--- config.mk ---
export PLATFORM = sky130hd
export DESIGN_NAME = dcd_decoder
export DESIGN_NICKNAME = d
export VERILOG_FILES = /design/src/dcd_pkg.sv /design/src/dcd_sync.sv /design/src/dcd_decoder.sv
export SDC_FILE = /design/constraint.sdc
export NUM_CORES = 1
export LEC_CHECK = 0
export BUFFER_PORTS_ARGS = -buffer_cell sky130_fd_sc_hd__buf_4
export CAP_MARGIN = 20
export CORE_MARGIN = 2
export CORE_UTILIZATION = 57
export CTS_CLUSTER_DIAMETER = 80
export DETAILED_ROUTE_END_ITERATION = 7
export GPL_TIMING_DRIVEN = 0
export PLACE_DENSITY = 0.85
export REMOVE_ABC_BUFFERS = 1
export SYNTH_ARGS = -nofsm -noshare
export SYNTH_HDL_FRONTEND = slang
export SYNTH_SLANG_ARGS = --single-unit
--- constraint.sdc ---
create_clock -name sys_clk -period 2.9 [get_ports sys_clk]
set_input_delay 0.725 -clock sys_clk [delete_from_list [all_inputs] [get_ports sys_clk]]
set_output_delay 0.725 -clock sys_clk [all_outputs]
set_load 0.03 [all_outputs]
--- src/dcd_pkg.sv ---
// package of constants and types for the disk command decoder
package dcd_pkg;

    // command field positions
    localparam int unsigned RATE_LSB      = 0;
    localparam int unsigned VERIFY_BIT    = 2;
    localparam int unsigned HEAD_BIT      = 3;
    localparam int unsigned TRKUPD_BIT    = 4;
    localparam int unsigned MARK_BIT      = 0;
    localparam int unsigned SIDE_CMP_BIT  = 1;
    localparam int unsigned SETTLE_BIT    = 2;
    localparam int unsigned SIDE_NUM_BIT  = 3;
    localparam int unsigned MULTI_BIT     = 4;

    // command written at release of master reset
    localparam logic [7:0] RESET_CMD      = 8'h03;
    localparam logic [7:0] CMD_RESET_VAL  = 8'h00;

    // data address mark values
    localparam logic [7:0] MARK_NORMAL    = 8'hfb;
    localparam logic [7:0] MARK_DELETED   = 8'hf8;

    // sector lengths in bytes
    localparam logic [10:0] LEN_128       = 11'h080;
    localparam logic [10:0] LEN_256       = 11'h100;
    localparam logic [10:0] LEN_512       = 11'h200;
    localparam logic [10:0] LEN_1024      = 11'h400;

    // settle delay: 15 ms at the system clock rate
    localparam int unsigned CLK_HZ        = 25000000;
    localparam int unsigned SETTLE_MS     = 15;
    localparam int unsigned SETTLE_CYC    = SETTLE_MS * (CLK_HZ / 1000);
    localparam int unsigned SETTLE_W      = 20;

    // command kinds
    typedef enum logic [3:0] {
        CMD_RESTORE   = 4'b0000,
        CMD_SEEK      = 4'b0001,
        CMD_STEP      = 4'b0010,
        CMD_STEP_IN   = 4'b0011,
        CMD_STEP_OUT  = 4'b0100,
        CMD_RD_SECT   = 4'b0101,
        CMD_WR_SECT   = 4'b0110,
        CMD_RD_ADDR   = 4'b0111,
        CMD_RD_TRACK  = 4'b1000,
        CMD_WR_TRACK  = 4'b1001,
        CMD_FORCE     = 4'b1010,
        CMD_ILLEGAL   = 4'b1111
    } dcd_cmd_type;

    // command classes
    typedef enum logic [1:0] {
        CLS_ONE   = 2'b00,
        CLS_TWO   = 2'b01,
        CLS_THREE = 2'b10,
        CLS_FOUR  = 2'b11
    } dcd_class_type;

    // sequencer states
    typedef enum logic [1:0] {
        ST_IDLE   = 2'b00,
        ST_SETTLE = 2'b01,
        ST_RUN    = 2'b10
    } dcd_state_type;

endpackage

--- src/dcd_sync.sv ---
// two-flop synchroniser for pin inputs
`timescale 1ns/10ps
module dcd_sync
    import dcd_pkg::*;
#(
    parameter int unsigned WIDTH = 1
)(
    input  wire logic             sys_clk,
    input  wire logic             reset_n,
    input  wire logic [WIDTH-1:0] async_in,
    output logic      [WIDTH-1:0] sync_out
);
    // first stage, read only by the second
    logic [WIDTH-1:0] meta_q;

    // two stages in series
    always_ff @(posedge sys_clk)
    begin
        if (!reset_n)
        begin
            meta_q   <= '0;
            sync_out <= '0;
        end
        else
        begin
            meta_q   <= async_in;
            sync_out <= meta_q;
        end
    end
endmodule // dcd_sync

--- src/dcd_decoder.sv ---
// command acceptance, decoding, busy and interrupt logic
// Operation
// - busy held while command executes
// - completion raises interrupt, clears busy
// - status reports error or clean finish
// - decode restore, seek, step variants
// - decode sector, track, address, force
// - classify command into four types
// - type one rate from bits one, zero
// - bit two selects destination verify
// - bit three selects head load
// - bit four enables track update
// - write sector bit zero picks mark
// - bit one enables side compare
// - bit one drives side select output
// - bit two inserts settle delay
// - bit three gives expected side
// - bit three picks length code table
// - bit four selects multiple records
// - force bits arm interrupt conditions
// - force zero ends without interrupt
// - reset release runs restore command
// - not ready refuses type two, three
// - interrupt clears on status read, write; immediate force interrupt held until reset
`timescale 1ns/10ps
module dcd_decoder
    import dcd_pkg::*;
(
    input  wire logic        sys_clk,
    input  wire logic        reset_n,
    input  wire logic        side_variant,
    input  wire logic        cmd_write,
    input  wire logic [7:0]  cmd_data,
    input  wire logic        status_read,
    input  wire logic        op_done,
    input  wire logic        op_error,
    input  wire logic        ready_pin,
    input  wire logic        index_pin,
    input  wire logic [1:0]  id_length_code,
    output logic             busy,
    output logic             error_flag,
    output logic             interrupt_request_out,
    output logic             side_select_out,
    output logic             op_start,
    output dcd_cmd_type      cmd_kind,
    output dcd_class_type    cmd_class,
    output logic [1:0]       step_rate,
    output logic             verify_en,
    output logic             head_load,
    output logic             track_update,
    output logic [7:0]       data_mark_select,
    output logic             side_compare_en,
    output logic             side_expected,
    output logic             multi_record,
    output logic [10:0]      sector_bytes,
    output logic             not_ready_refused
);
    // decode the top bits of a command word
    function automatic dcd_cmd_type decode_cmd(input logic [7:0] c);
        dcd_cmd_type k;
        k = CMD_ILLEGAL;
        if (c[7:4] == 4'h0)
            k = CMD_RESTORE;
        else if (c[7:4] == 4'h1)
            k = CMD_SEEK;
        else if (c[7:5] == 3'h1)
            k = CMD_STEP;
        else if (c[7:5] == 3'h2)
            k = CMD_STEP_IN;
        else if (c[7:5] == 3'h3)
            k = CMD_STEP_OUT;
        else if (c[7:5] == 3'h4)
            k = CMD_RD_SECT;
        else if (c[7:5] == 3'h5)
            k = CMD_WR_SECT;
        else if (c[7:4] == 4'hd)
            k = CMD_FORCE;
        else if (c[7:3] == 5'h18)
            k = CMD_RD_ADDR;
        else if (c[7:3] == 5'h1c)
            k = CMD_RD_TRACK;
        else if (c[7:3] == 5'h1e)
            k = CMD_WR_TRACK;
        return k;
    endfunction

    // class of a decoded command
    function automatic dcd_class_type class_of(input dcd_cmd_type k);
        dcd_class_type c;
        c = CLS_ONE;
        if (k == CMD_RD_SECT || k == CMD_WR_SECT)
            c = CLS_TWO;
        else if (k == CMD_RD_ADDR || k == CMD_RD_TRACK || k == CMD_WR_TRACK)
            c = CLS_THREE;
        else if (k == CMD_FORCE)
            c = CLS_FOUR;
        return c;
    endfunction

    // synchronised pins
    logic       ready_s;        // drive ready
    logic       index_s;        // index pulse
    dcd_sync #(.WIDTH(2)) u_sync (
        .sys_clk  (sys_clk),
        .reset_n  (reset_n),
        .async_in ({ready_pin, index_pin}),
        .sync_out ({ready_s, index_s})
    );

    // state and held registers
    dcd_state_type        state_q, state_d;     // sequencer
    logic [7:0]           cmd_q;                // latched command
    logic                 irq_q;                // interrupt request
    logic                 err_q;                // last completion error
    logic                 side_sel_q;           // side select
    logic                 boot_q;               // reset restore pending
    logic                 refused_q;            // last refusal
    logic [3:0]           arm_q;                // force conditions
    logic                 ready_q;              // ready history
    logic                 index_q;              // index history
    logic                 sticky_q;             // immediate interrupt latch
    logic [SETTLE_W-1:0]  settle_q;             // settle counter

    // incoming word decode
    dcd_cmd_type   in_kind;
    dcd_class_type in_class;
    assign in_kind  = decode_cmd(cmd_data);
    assign in_class = class_of(in_kind);

    // acceptance: idle, or force at any time
    wire is_force  = (in_kind == CMD_FORCE);
    wire take      = cmd_write && (state_q == ST_IDLE || is_force);
    wire needs_rdy = (in_class == CLS_TWO) || (in_class == CLS_THREE);
    wire refuse    = take && needs_rdy && !ready_s;
    wire launch    = (take && !is_force && !refuse) || boot_q;
    wire settle_en = cmd_data[SETTLE_BIT] && needs_rdy;
    wire settle_end = (settle_q == SETTLE_W'(SETTLE_CYC - 1));

    // armed condition events
    wire ev_to_rdy  = arm_q[0] && ready_s && !ready_q;
    wire ev_to_nrdy = arm_q[1] && !ready_s && ready_q;
    wire ev_index   = arm_q[2] && index_s && !index_q;
    wire ev_armed   = ev_to_rdy || ev_to_nrdy || ev_index;
    wire force_now  = take && is_force && cmd_data[3];
    wire done       = (state_q == ST_RUN) && op_done;
    wire irq_set    = done || refuse || ev_armed || force_now;
    wire irq_clr    = status_read || cmd_write;

    // sequencer next state
    always_comb
    begin
        state_d = state_q;
        unique case (state_q)
            ST_IDLE:
            begin
                if (launch)
                    state_d = (settle_en && !boot_q) ? ST_SETTLE : ST_RUN;
            end
            ST_SETTLE:
            begin
                if (take && is_force)
                    state_d = ST_IDLE;
                else if (settle_end)
                    state_d = ST_RUN;
            end
            ST_RUN:
            begin
                if ((take && is_force) || op_done)
                    state_d = ST_IDLE;
            end
            default:
                state_d = ST_IDLE;
        endcase
    end

    // sequencer and command register
    always_ff @(posedge sys_clk)
    begin
        if (!reset_n)
        begin
            state_q <= ST_IDLE;
            cmd_q   <= CMD_RESET_VAL;
            boot_q  <= 1'b1;
        end
        else
        begin
            state_q <= state_d;
            boot_q  <= 1'b0;
            if (boot_q)
                cmd_q <= RESET_CMD;
            else if (take && !refuse)
                cmd_q <= cmd_data;
        end
    end

    // settle counter runs only while settling
    always_ff @(posedge sys_clk)
    begin
        if (!reset_n)
            settle_q <= '0;
        else if (state_q == ST_SETTLE)
            settle_q <= settle_q + 1'b1;
        else
            settle_q <= '0;
    end

    // interrupt, error and sticky force latch; set wins over clear
    always_ff @(posedge sys_clk)
    begin
        if (!reset_n)
        begin
            irq_q     <= 1'b0;
            err_q     <= 1'b0;
            sticky_q  <= 1'b0;
            refused_q <= 1'b0;
        end
        else
        begin
            irq_q <= irq_set || sticky_q || (irq_q && !irq_clr);
            if (force_now)
                sticky_q <= 1'b1;
            if (done)
                err_q <= op_error;
            else if (refuse)
                err_q <= 1'b1;
            else if (launch)
                err_q <= 1'b0;
            if (take)
                refused_q <= refuse;
        end
    end

    // force arming, pin history and side select
    always_ff @(posedge sys_clk)
    begin
        if (!reset_n)
        begin
            arm_q   <= 4'h0;
            ready_q <= 1'b0;
            index_q <= 1'b0;
            side_sel_q <= 1'b0;
        end
        else
        begin
            ready_q <= ready_s;
            index_q <= index_s;
            if (take && is_force)
                arm_q <= cmd_data[3:0];
            if (launch && !boot_q && side_variant && needs_rdy)
                side_sel_q <= cmd_data[SIDE_CMP_BIT];
        end
    end

    // decoded outputs from the held command
    assign cmd_kind  = decode_cmd(cmd_q);
    assign cmd_class = class_of(cmd_kind);
    wire   c1 = (cmd_class == CLS_ONE);
    wire   c2 = (cmd_class == CLS_TWO);
    wire   stepper = (cmd_kind == CMD_STEP) || (cmd_kind == CMD_STEP_IN)
                     || (cmd_kind == CMD_STEP_OUT);
    assign step_rate    = c1 ? cmd_q[RATE_LSB +: 2] : 2'b00;
    assign verify_en    = c1 && cmd_q[VERIFY_BIT];
    assign head_load    = c1 && cmd_q[HEAD_BIT];
    assign track_update = stepper && cmd_q[TRKUPD_BIT];
    assign data_mark_select = (cmd_kind == CMD_WR_SECT && cmd_q[MARK_BIT])
                              ? MARK_DELETED : MARK_NORMAL;
    assign side_compare_en = c2 && !side_variant && cmd_q[SIDE_CMP_BIT];
    assign side_expected   = c2 && !side_variant && cmd_q[SIDE_NUM_BIT];
    assign multi_record    = c2 && cmd_q[MULTI_BIT];

    // sector length table, variant with length flag
    wire long_tbl = side_variant && c2 && cmd_q[SIDE_NUM_BIT];
    always_comb
    begin
        unique case (id_length_code)
            2'b00: sector_bytes = long_tbl ? LEN_128  : LEN_256;
            2'b01: sector_bytes = long_tbl ? LEN_256  : LEN_512;
            2'b10: sector_bytes = long_tbl ? LEN_512  : LEN_1024;
            2'b11: sector_bytes = long_tbl ? LEN_1024 : LEN_128;
        endcase
    end

    // status and handshake outputs
    assign busy                  = (state_q != ST_IDLE);
    assign error_flag            = err_q;
    assign interrupt_request_out = irq_q;
    assign side_select_out       = side_sel_q;
    assign op_start              = (state_q != ST_RUN) && (state_d == ST_RUN);
    assign not_ready_refused     = refused_q;

    // checks
    a_busy_after_launch: assert property (@(posedge sys_clk) disable iff (!reset_n)
        launch |=> busy) else $error("busy not set after launch");
    a_done_irq_idle: assert property (@(posedge sys_clk) disable iff (!reset_n)
        done && !cmd_write |=> interrupt_request_out && !busy)
        else $error("completion missed irq or busy clear");
    a_error_reports: assert property (@(posedge sys_clk) disable iff (!reset_n)
        done |=> error_flag == $past(op_error)) else $error("error status wrong");
    a_refuse_irq: assert property (@(posedge sys_clk) disable iff (!reset_n)
        refuse |=> interrupt_request_out && !busy) else $error("not ready refusal");
    a_irq_clears: assert property (@(posedge sys_clk) disable iff (!reset_n)
        interrupt_request_out && status_read && !irq_set && !sticky_q
        |=> !interrupt_request_out) else $error("irq not cleared");
    a_irq_holds: assert property (@(posedge sys_clk) disable iff (!reset_n)
        interrupt_request_out && !status_read && !cmd_write |=> interrupt_request_out)
        else $error("irq dropped on its own");
    a_force_quiet: assert property (@(posedge sys_clk) disable iff (!reset_n)
        take && is_force && cmd_data[3:0] == 4'h0 |=> !busy ##1 !interrupt_request_out)
        else $error("plain force raised irq");
    a_boot_restore: assert property (@(posedge sys_clk)
        !reset_n ##1 reset_n |=> cmd_kind == CMD_RESTORE && busy)
        else $error("no restore after reset");
    a_mark_select: assert property (@(posedge sys_clk) disable iff (!reset_n)
        cmd_kind == CMD_WR_SECT && cmd_q[0] |-> data_mark_select == MARK_DELETED)
        else $error("wrong data mark");

    c_seek_done: cover property (@(posedge sys_clk) disable iff (!reset_n)
        take && in_kind == CMD_SEEK ##[1:20] done);
    c_settle_run: cover property (@(posedge sys_clk) disable iff (!reset_n)
        state_q == ST_SETTLE ##1 state_q == ST_RUN);
    c_refused: cover property (@(posedge sys_clk) disable iff (!reset_n) refuse);
    c_force_abort: cover property (@(posedge sys_clk) disable iff (!reset_n)
        busy && take && is_force);
endmodule // dcd_decoder

==> results_dict.tcl, run 1 <==
set metrics [dict create \
    worstSetupPathType "in2out" \
    holdPathEnd "u_sync.sync_out[0]" \
    dr.pass1.iters 4 \
    rrSetupSlack_ps 1100 \
    critPathMaxStageDelay_ps 340 \
    leakagePower_nw 1.05 \
    clkPwrFrac_pct 34.0 \
    crit_path_end_kind "output pin" \
    num_io_pins 58 \
    grt_pass1_vias 1868 \
    hold_start "u_sync.meta_q[0]" \
    worst_pin_slew_ps 737 \
    finalHoldViolations 0 \
    yosysSeqAreaShare_pct 38.7 \
    synthSimpleGateAreaFrac_pct 29.6 \
    die_w_um 67.9 \
    cts_tree "done" \
    power_mw 1.26 \
    slowest_stage "and4b_1" \
    r2r_cells 5 \
    intPower_uw 911 \
    synth_top_family_by_area "simple AND/OR/NAND/NOR gates" \
    cts.path.max_buffers 2 \
    synth_compound_area_share_pct 17.5 \
    syn_inst 288 \
    clock_latency_ps 300 \
    fmax_mhz 351 \
    cts.clk_slew.worst_paths_ps 80 \
    setup_viol 0 \
    r2r-start "settle_q[0]" \
    grt_overflow 0 \
    crit_chain "buf_4 -> and4b_1 -> a311oi_1 -> o221ai_1 -> a21oi_2 -> buf_4" \
    drc 0 \
    synthArstFlopShare_pct 0 \
    yosys.area_share.xor_xnor_pct 3.77 \
    num_vias 2124 \
    cp.arrival_ps 2120 \
    status "finished, final reports clean" \
    peakVddDrop_v 0.000394 \
    final_area_um2 2730 \
    grt_max_degree 20 \
    yosys_warnings 0 \
    yosys_register_bits 45 \
    synth-edff-count 0 \
    critPathTopFamily "compound AO/OA/AOI/OAI gates" \
    post_drt_via_cell_ratio 5.65 \
    pwr-share-comb_pct 14.7 \
    min_path_cells 1 \
    critical_path_peak_fanout 11 \
    fp.dieArea_um2 4610 \
    synth_fa_ha_area_share_pct 0.538 \
    ys_types 53 \
    core_um2 3970 \
    cts.sinks 45 \
    antenna_found_initial 0 \
    period_share_pct 98.2 \
    fp-row-count 23 \
    ys.flop_type "dfxtp_1" \
    antenna_left 0 \
    hp-class "reg2reg" \
    hold_ws_ps 438 \
    path_buf_inv 2 \
    avgSynthCellArea_um2 8.08 \
    drt_iter0_markers 160 \
    die-height_um 67.9 \
    r2r_end "state_q[1]" \
    tns_ps 0 \
    p_sw_uw 346 \
    synthMuxAreaShare_pct 0.430 \
    power_density_nw_per_um2 460 \
    diodes 0 \
    finClkSkew_ps 2.29 \
    gp_congestion 0.814 \
    drv_slew 0 \
    finalCriticalPeriod_ps 2850 \
    hpwl_um 3700 \
    grt.total_usage_pct 23.7 \
    cts_inserted_buffers 5 \
    seq_power_share_pct 51.3 \
    maxCapViolCount 0 \
    hold_buffers 0 \
    slew-limit-headroom_pct 50.8 \
    crit_top_cell "buf_4" \
    cts-root-buf "clkbuf_8" \
    post_cts_buffers 0 \
    cp-start-kind "input pin" \
    wl_per_cell_um 13.7 \
    final_common_cell "buf_4" \
    io_buffer_count 44 \
    utilization_pct 68.8 \
    area_growth_pct 17.5 \
    placed_cell_area_um2 2600 \
    syn-cell-area_um2 2330 \
    grt_pass1_wl_um 8250 \
    swShare_pct 27.5 \
    drive_gt1_share_pct 19.6 \
    finalNetCount 345 \
    worstPathRequired_ps 2170 \
    cts_max_level 2 \
    mostFrequentLayoutCells "buf_4 (44), dfxtp_1 (43), a21oi_1 (26)" \
    wl_um 5160 \
    initial_core_util_pct 58.6 \
]
==> worst max-delay path by stage <==
| stage | cells past startpoint | to | slack (ps) | start |
|---|---|---|---|---|
| after CTS | 6 | op_start | 20 | settle_q[0] |
| after global routing | 6 | op_start | -20 | cmd_data[4] |
| final | 6 | op_start | 50 | cmd_data[4] |
| after floorplan | 4 | op_start | 130 | cmd_data[4] |
| after detailed placement | 6 | op_start | 60 | cmd_data[4] |
| after global placement | 6 | op_start | 80 | cmd_data[4] |
==> power by group through the flow <==
stage / logic [mW] / registers [mW] / clock network (mW)
4_1_cts: 0.181 / 0.644 / 0.430
2_1_floorplan: 0.107 / 0.662 / 0
3_5_place_dp: 0.180 / 0.659 / 0
3_3_place_gp: 0.178 / 0.658 / 0
6_report: 0.185 / 0.645 / 0.427
5_1_grt: 0.200 / 0.647 / 0.458
==> layout make-up <==
class | count | area, µm²
Tap cell | 50 | 62.6
Clock buffer | 7 | 96.3
Sequential cell | 45 | 903
Fill cell | 319 | 1240
Multi-Input combinational cell | 215 | 1280
Clock inverter | 1 | 5.00
Timing Repair Buffer | 44 | 330
Inverter | 14 | 52.6
==> timing repair <==
action | CTS | global route
pin swaps | 0 | 3
gates cloned | 0 | 0
setup endpoints to repair | 1 | 1
resized for setup | 2 | 6
==> registers in the layout (all words and copies together) (netlist names), 2 cells and up <==
name	count
arm_q	3
cmd_q	8
settle_q	20
state_q	2
u_sync.meta_q	2
u_sync.sync_out	2
==> cells in the mapped netlist, drive strengths merged (2+ instances only) <==
master,n,area (µm²)
and2,10,62.6
a31oi,5,31.3
nand4,10,92.6
a21oi,27,135
nor4,2,12.5
o21a,2,15.0
conb,2,7.51
buf,18,134
o21ai,20,100
and3,4,25.0
inv,14,52.6
dfxtp,45,901
nor2,22,82.6
nor2b,4,25.0
nor3,3,20.0
or3,7,43.8
nand2,21,78.8
nand2b,2,12.5
clkbuf,7,26.3
and4,4,36.3
xnor2,2,17.5
nand3,24,120
xor2,8,70.1
or4b,2,20.0
==> kinds of logic after synthesis <==
family	after synthesis
adder cells (fa/ha/maj)	1
buffers and inverters	39
flip-flops	45
other	2
AND/OR/NAND/NOR	122
XOR/XNOR	10
multiplexers	1
AO/OA/AOI/OAI	68
==> layer usage <==
metal / up-vias / global-route usage, % / part of all wire [%]
met4: 0 / 9.00 / 1.4
met2: 72 / 40.6 / 48
met5: - / 0 / 0
met1: 978 / 28.2 / 44
li1: 1068 / - / -
met3: 6 / 6.41 / 7.0
==> per-stage QoR <==
stage	std cells	setup WS, ps
detailed placement	368	55.7
CTS	376	24.0
finish	376	53.6
floorplan	274	129
global route	376	-17.5
global placement	368	81.1
Note: power is estimated with default switching activity, not from simulation.
==> inputs of run 2 (changes only) <==
CORE_UTILIZATION = 40   (was 57)
PLACE_DENSITY = default   (was 0.85)
==> results_dict.tcl, run 2 (same netlist as run 1, synthesis figures left out) <==
set metrics [dict create \
    cts_inserted_buffers 5 \
    maxCapViolCount 0 \
    wl_per_cell_um 12.7 \
    wl_met2_um 2290 \
    wl_met1_um 2350 \
    finalNetCount 345 \
    status "finished, final reports clean" \
    largest_reg_flops 20 \
    drv_slew 0 \
    drt_iter0_markers 164 \
    cts.clk_slew.worst_paths_ps 80 \
    post_cts_buffers 0 \
    num_vias 2086 \
    worstSetupPathType "reg2out" \
    slew-limit-headroom_pct 48.9 \
    power_density_nw_per_um2 476 \
    cts.sinks 45 \
    hp-class "reg2reg" \
    worstPathRequired_ps 2170 \
    setup_viol 0 \
    dr.pass1.iters 5 \
    cts-root-buf "clkbuf_8" \
    critical_path_peak_fanout 7 \
    dp_slack_ps -19.1 \
    crit_path_end_kind "output pin" \
    drc 0 \
    wl_met3_um 352 \
    finalWorstSetupSlack_ps 109 \
    leakagePower_nw 1.05 \
    top_register "settle_q" \
    cts_max_level 2 \
    critPathMaxStageDelay_ps 480 \
    finClkSkew_ps 4.50 \
    critPathTopFamily "simple AND/OR/NAND/NOR gates" \
    hold_buffers 0 \
    area_growth_pct 19.0 \
    die-height_um 80.3 \
    cts_tree "done" \
    fp.dieArea_um2 6440 \
    crit_chain "ha_4 -> or4b_1 -> nor3_2 -> a31oi_1 -> a21oi_1 -> buf_4" \
    rsz0062_at_grt "false" \
    worst_pin_slew_ps 764 \
    die_w_um 80.3 \
    num_io_pins 58 \
    path_buf_inv 1 \
    maxUsedRoutingLayer "met4" \
    tns_ps 0 \
    cts.path.max_buffers 2 \
    instances_no_fill 398 \
    drive_gt1_share_pct 19.0 \
    core_um2 5570 \
    slowest_stage "or4b_1" \
    cp-start-kind "flip-flop" \
    grt_pass1_wl_um 8270 \
    fmax_mhz 358 \
    grt.total_usage_pct 16.2 \
    clock_latency_ps 300 \
    antenna_found_initial 0 \
    gp_congestion 0.829 \
    grt_max_degree 20 \
    mostFrequentLayoutCells "dfxtp_1 (44), buf_4 (44), a21oi_1 (27)" \
    top_regs "settle_q: 20 flops, cmd_q: 8 flops, arm_q: 3 flops" \
    hpwl_um 3730 \
    period_share_pct 96.3 \
    io_buffer_count 44 \
    post_drt_via_cell_ratio 5.24 \
    peakVddDrop_v 0.000320 \
    initial_core_util_pct 41.7 \
    wl_um 5040 \
    fp-row-count 27 \
    grt_pass1_vias 1873 \
    finalCriticalPeriod_ps 2790 \
    diodes 0 \
    dp_cells 390 \
    finalHoldViolations 0 \
    grt_overflow 0 \
    antenna_left 0 \
    power_mw 1.32 \
    cp.arrival_ps 2070 \
]
[run 2: cell count changes in the layout (fill, tap and decap cells not counted), sizes merged]
| cell | before | now |
|---|---|---|
| clkbuf | 7 | 6 |
| clkinv | 1 | 0 |
| bufinv | 0 | 1 |
| clkinvlp | 0 | 1 |
[run 2: metal layers]
metal | vias up | global-route usage, %
met2 | 57 | 26.3
li1 | 1072 | -
met3 | 4 | 3.82
met4 | 0 | 5.93
met5 | - | 0
met1 | 953 | 20.9
[run 2: timing repair]
item / in CTS / in global routing
resized for setup: 4 / 2
pin swaps: 0 / 2
endpoints found under the setup margin: 1 / 1
[run 2: stage by stage]
step | hold WS (ps) | area (µm²) | utilization [%]
2_1_floorplan | 412 | 2210 | -
3_3_place_gp | 415 | 2630 | 47.1
3_5_place_dp | 418 | 2630 | 47.1
4_1_cts | 438 | 2760 | 49.6
5_1_grt | 453 | 2770 | 49.7
6_report | 438 | 2770 | 49.7
[run 2: worst reg2reg max path, delay by kind of cell (launching register included)]
| family | cells | cell delay, ps |
|---|---|---|
| compound gates | 1 | 140 |
| simple gates | 3 | 1100 |
| flops | 1 | 430 |
[run 2: path summary, 6_finish.rpt]
kind	start	to	slack [ps]	cells past startpoint
worst max-delay path	settle_q[1]	op_start	110	6
worst min-delay path	u_sync.meta_q[1]	u_sync.sync_out[1]	440	1
worst max register to register	settle_q[2]	settle_q[19]	1150	4
worst min register to register	u_sync.meta_q[1]	u_sync.sync_out[1]	440	1
[run 2: where the power goes]
part | internal (mW) | switching [mW]
logic | 0.0634 | 0.118
registers | 0.632 | 0.0131
clock network | 0.280 | 0.212
[run 2: area by class of cell]
class | instances | area (µm²)
Tap cell | 72 | 90.1
Clock inverter | 2 | 37.5
Clock buffer | 6 | 82.6
Fill cell | 568 | 2810
Timing Repair Buffer | 44 | 330
Inverter | 14 | 52.6
Multi-Input combinational cell | 215 | 1270
Sequential cell | 45 | 902
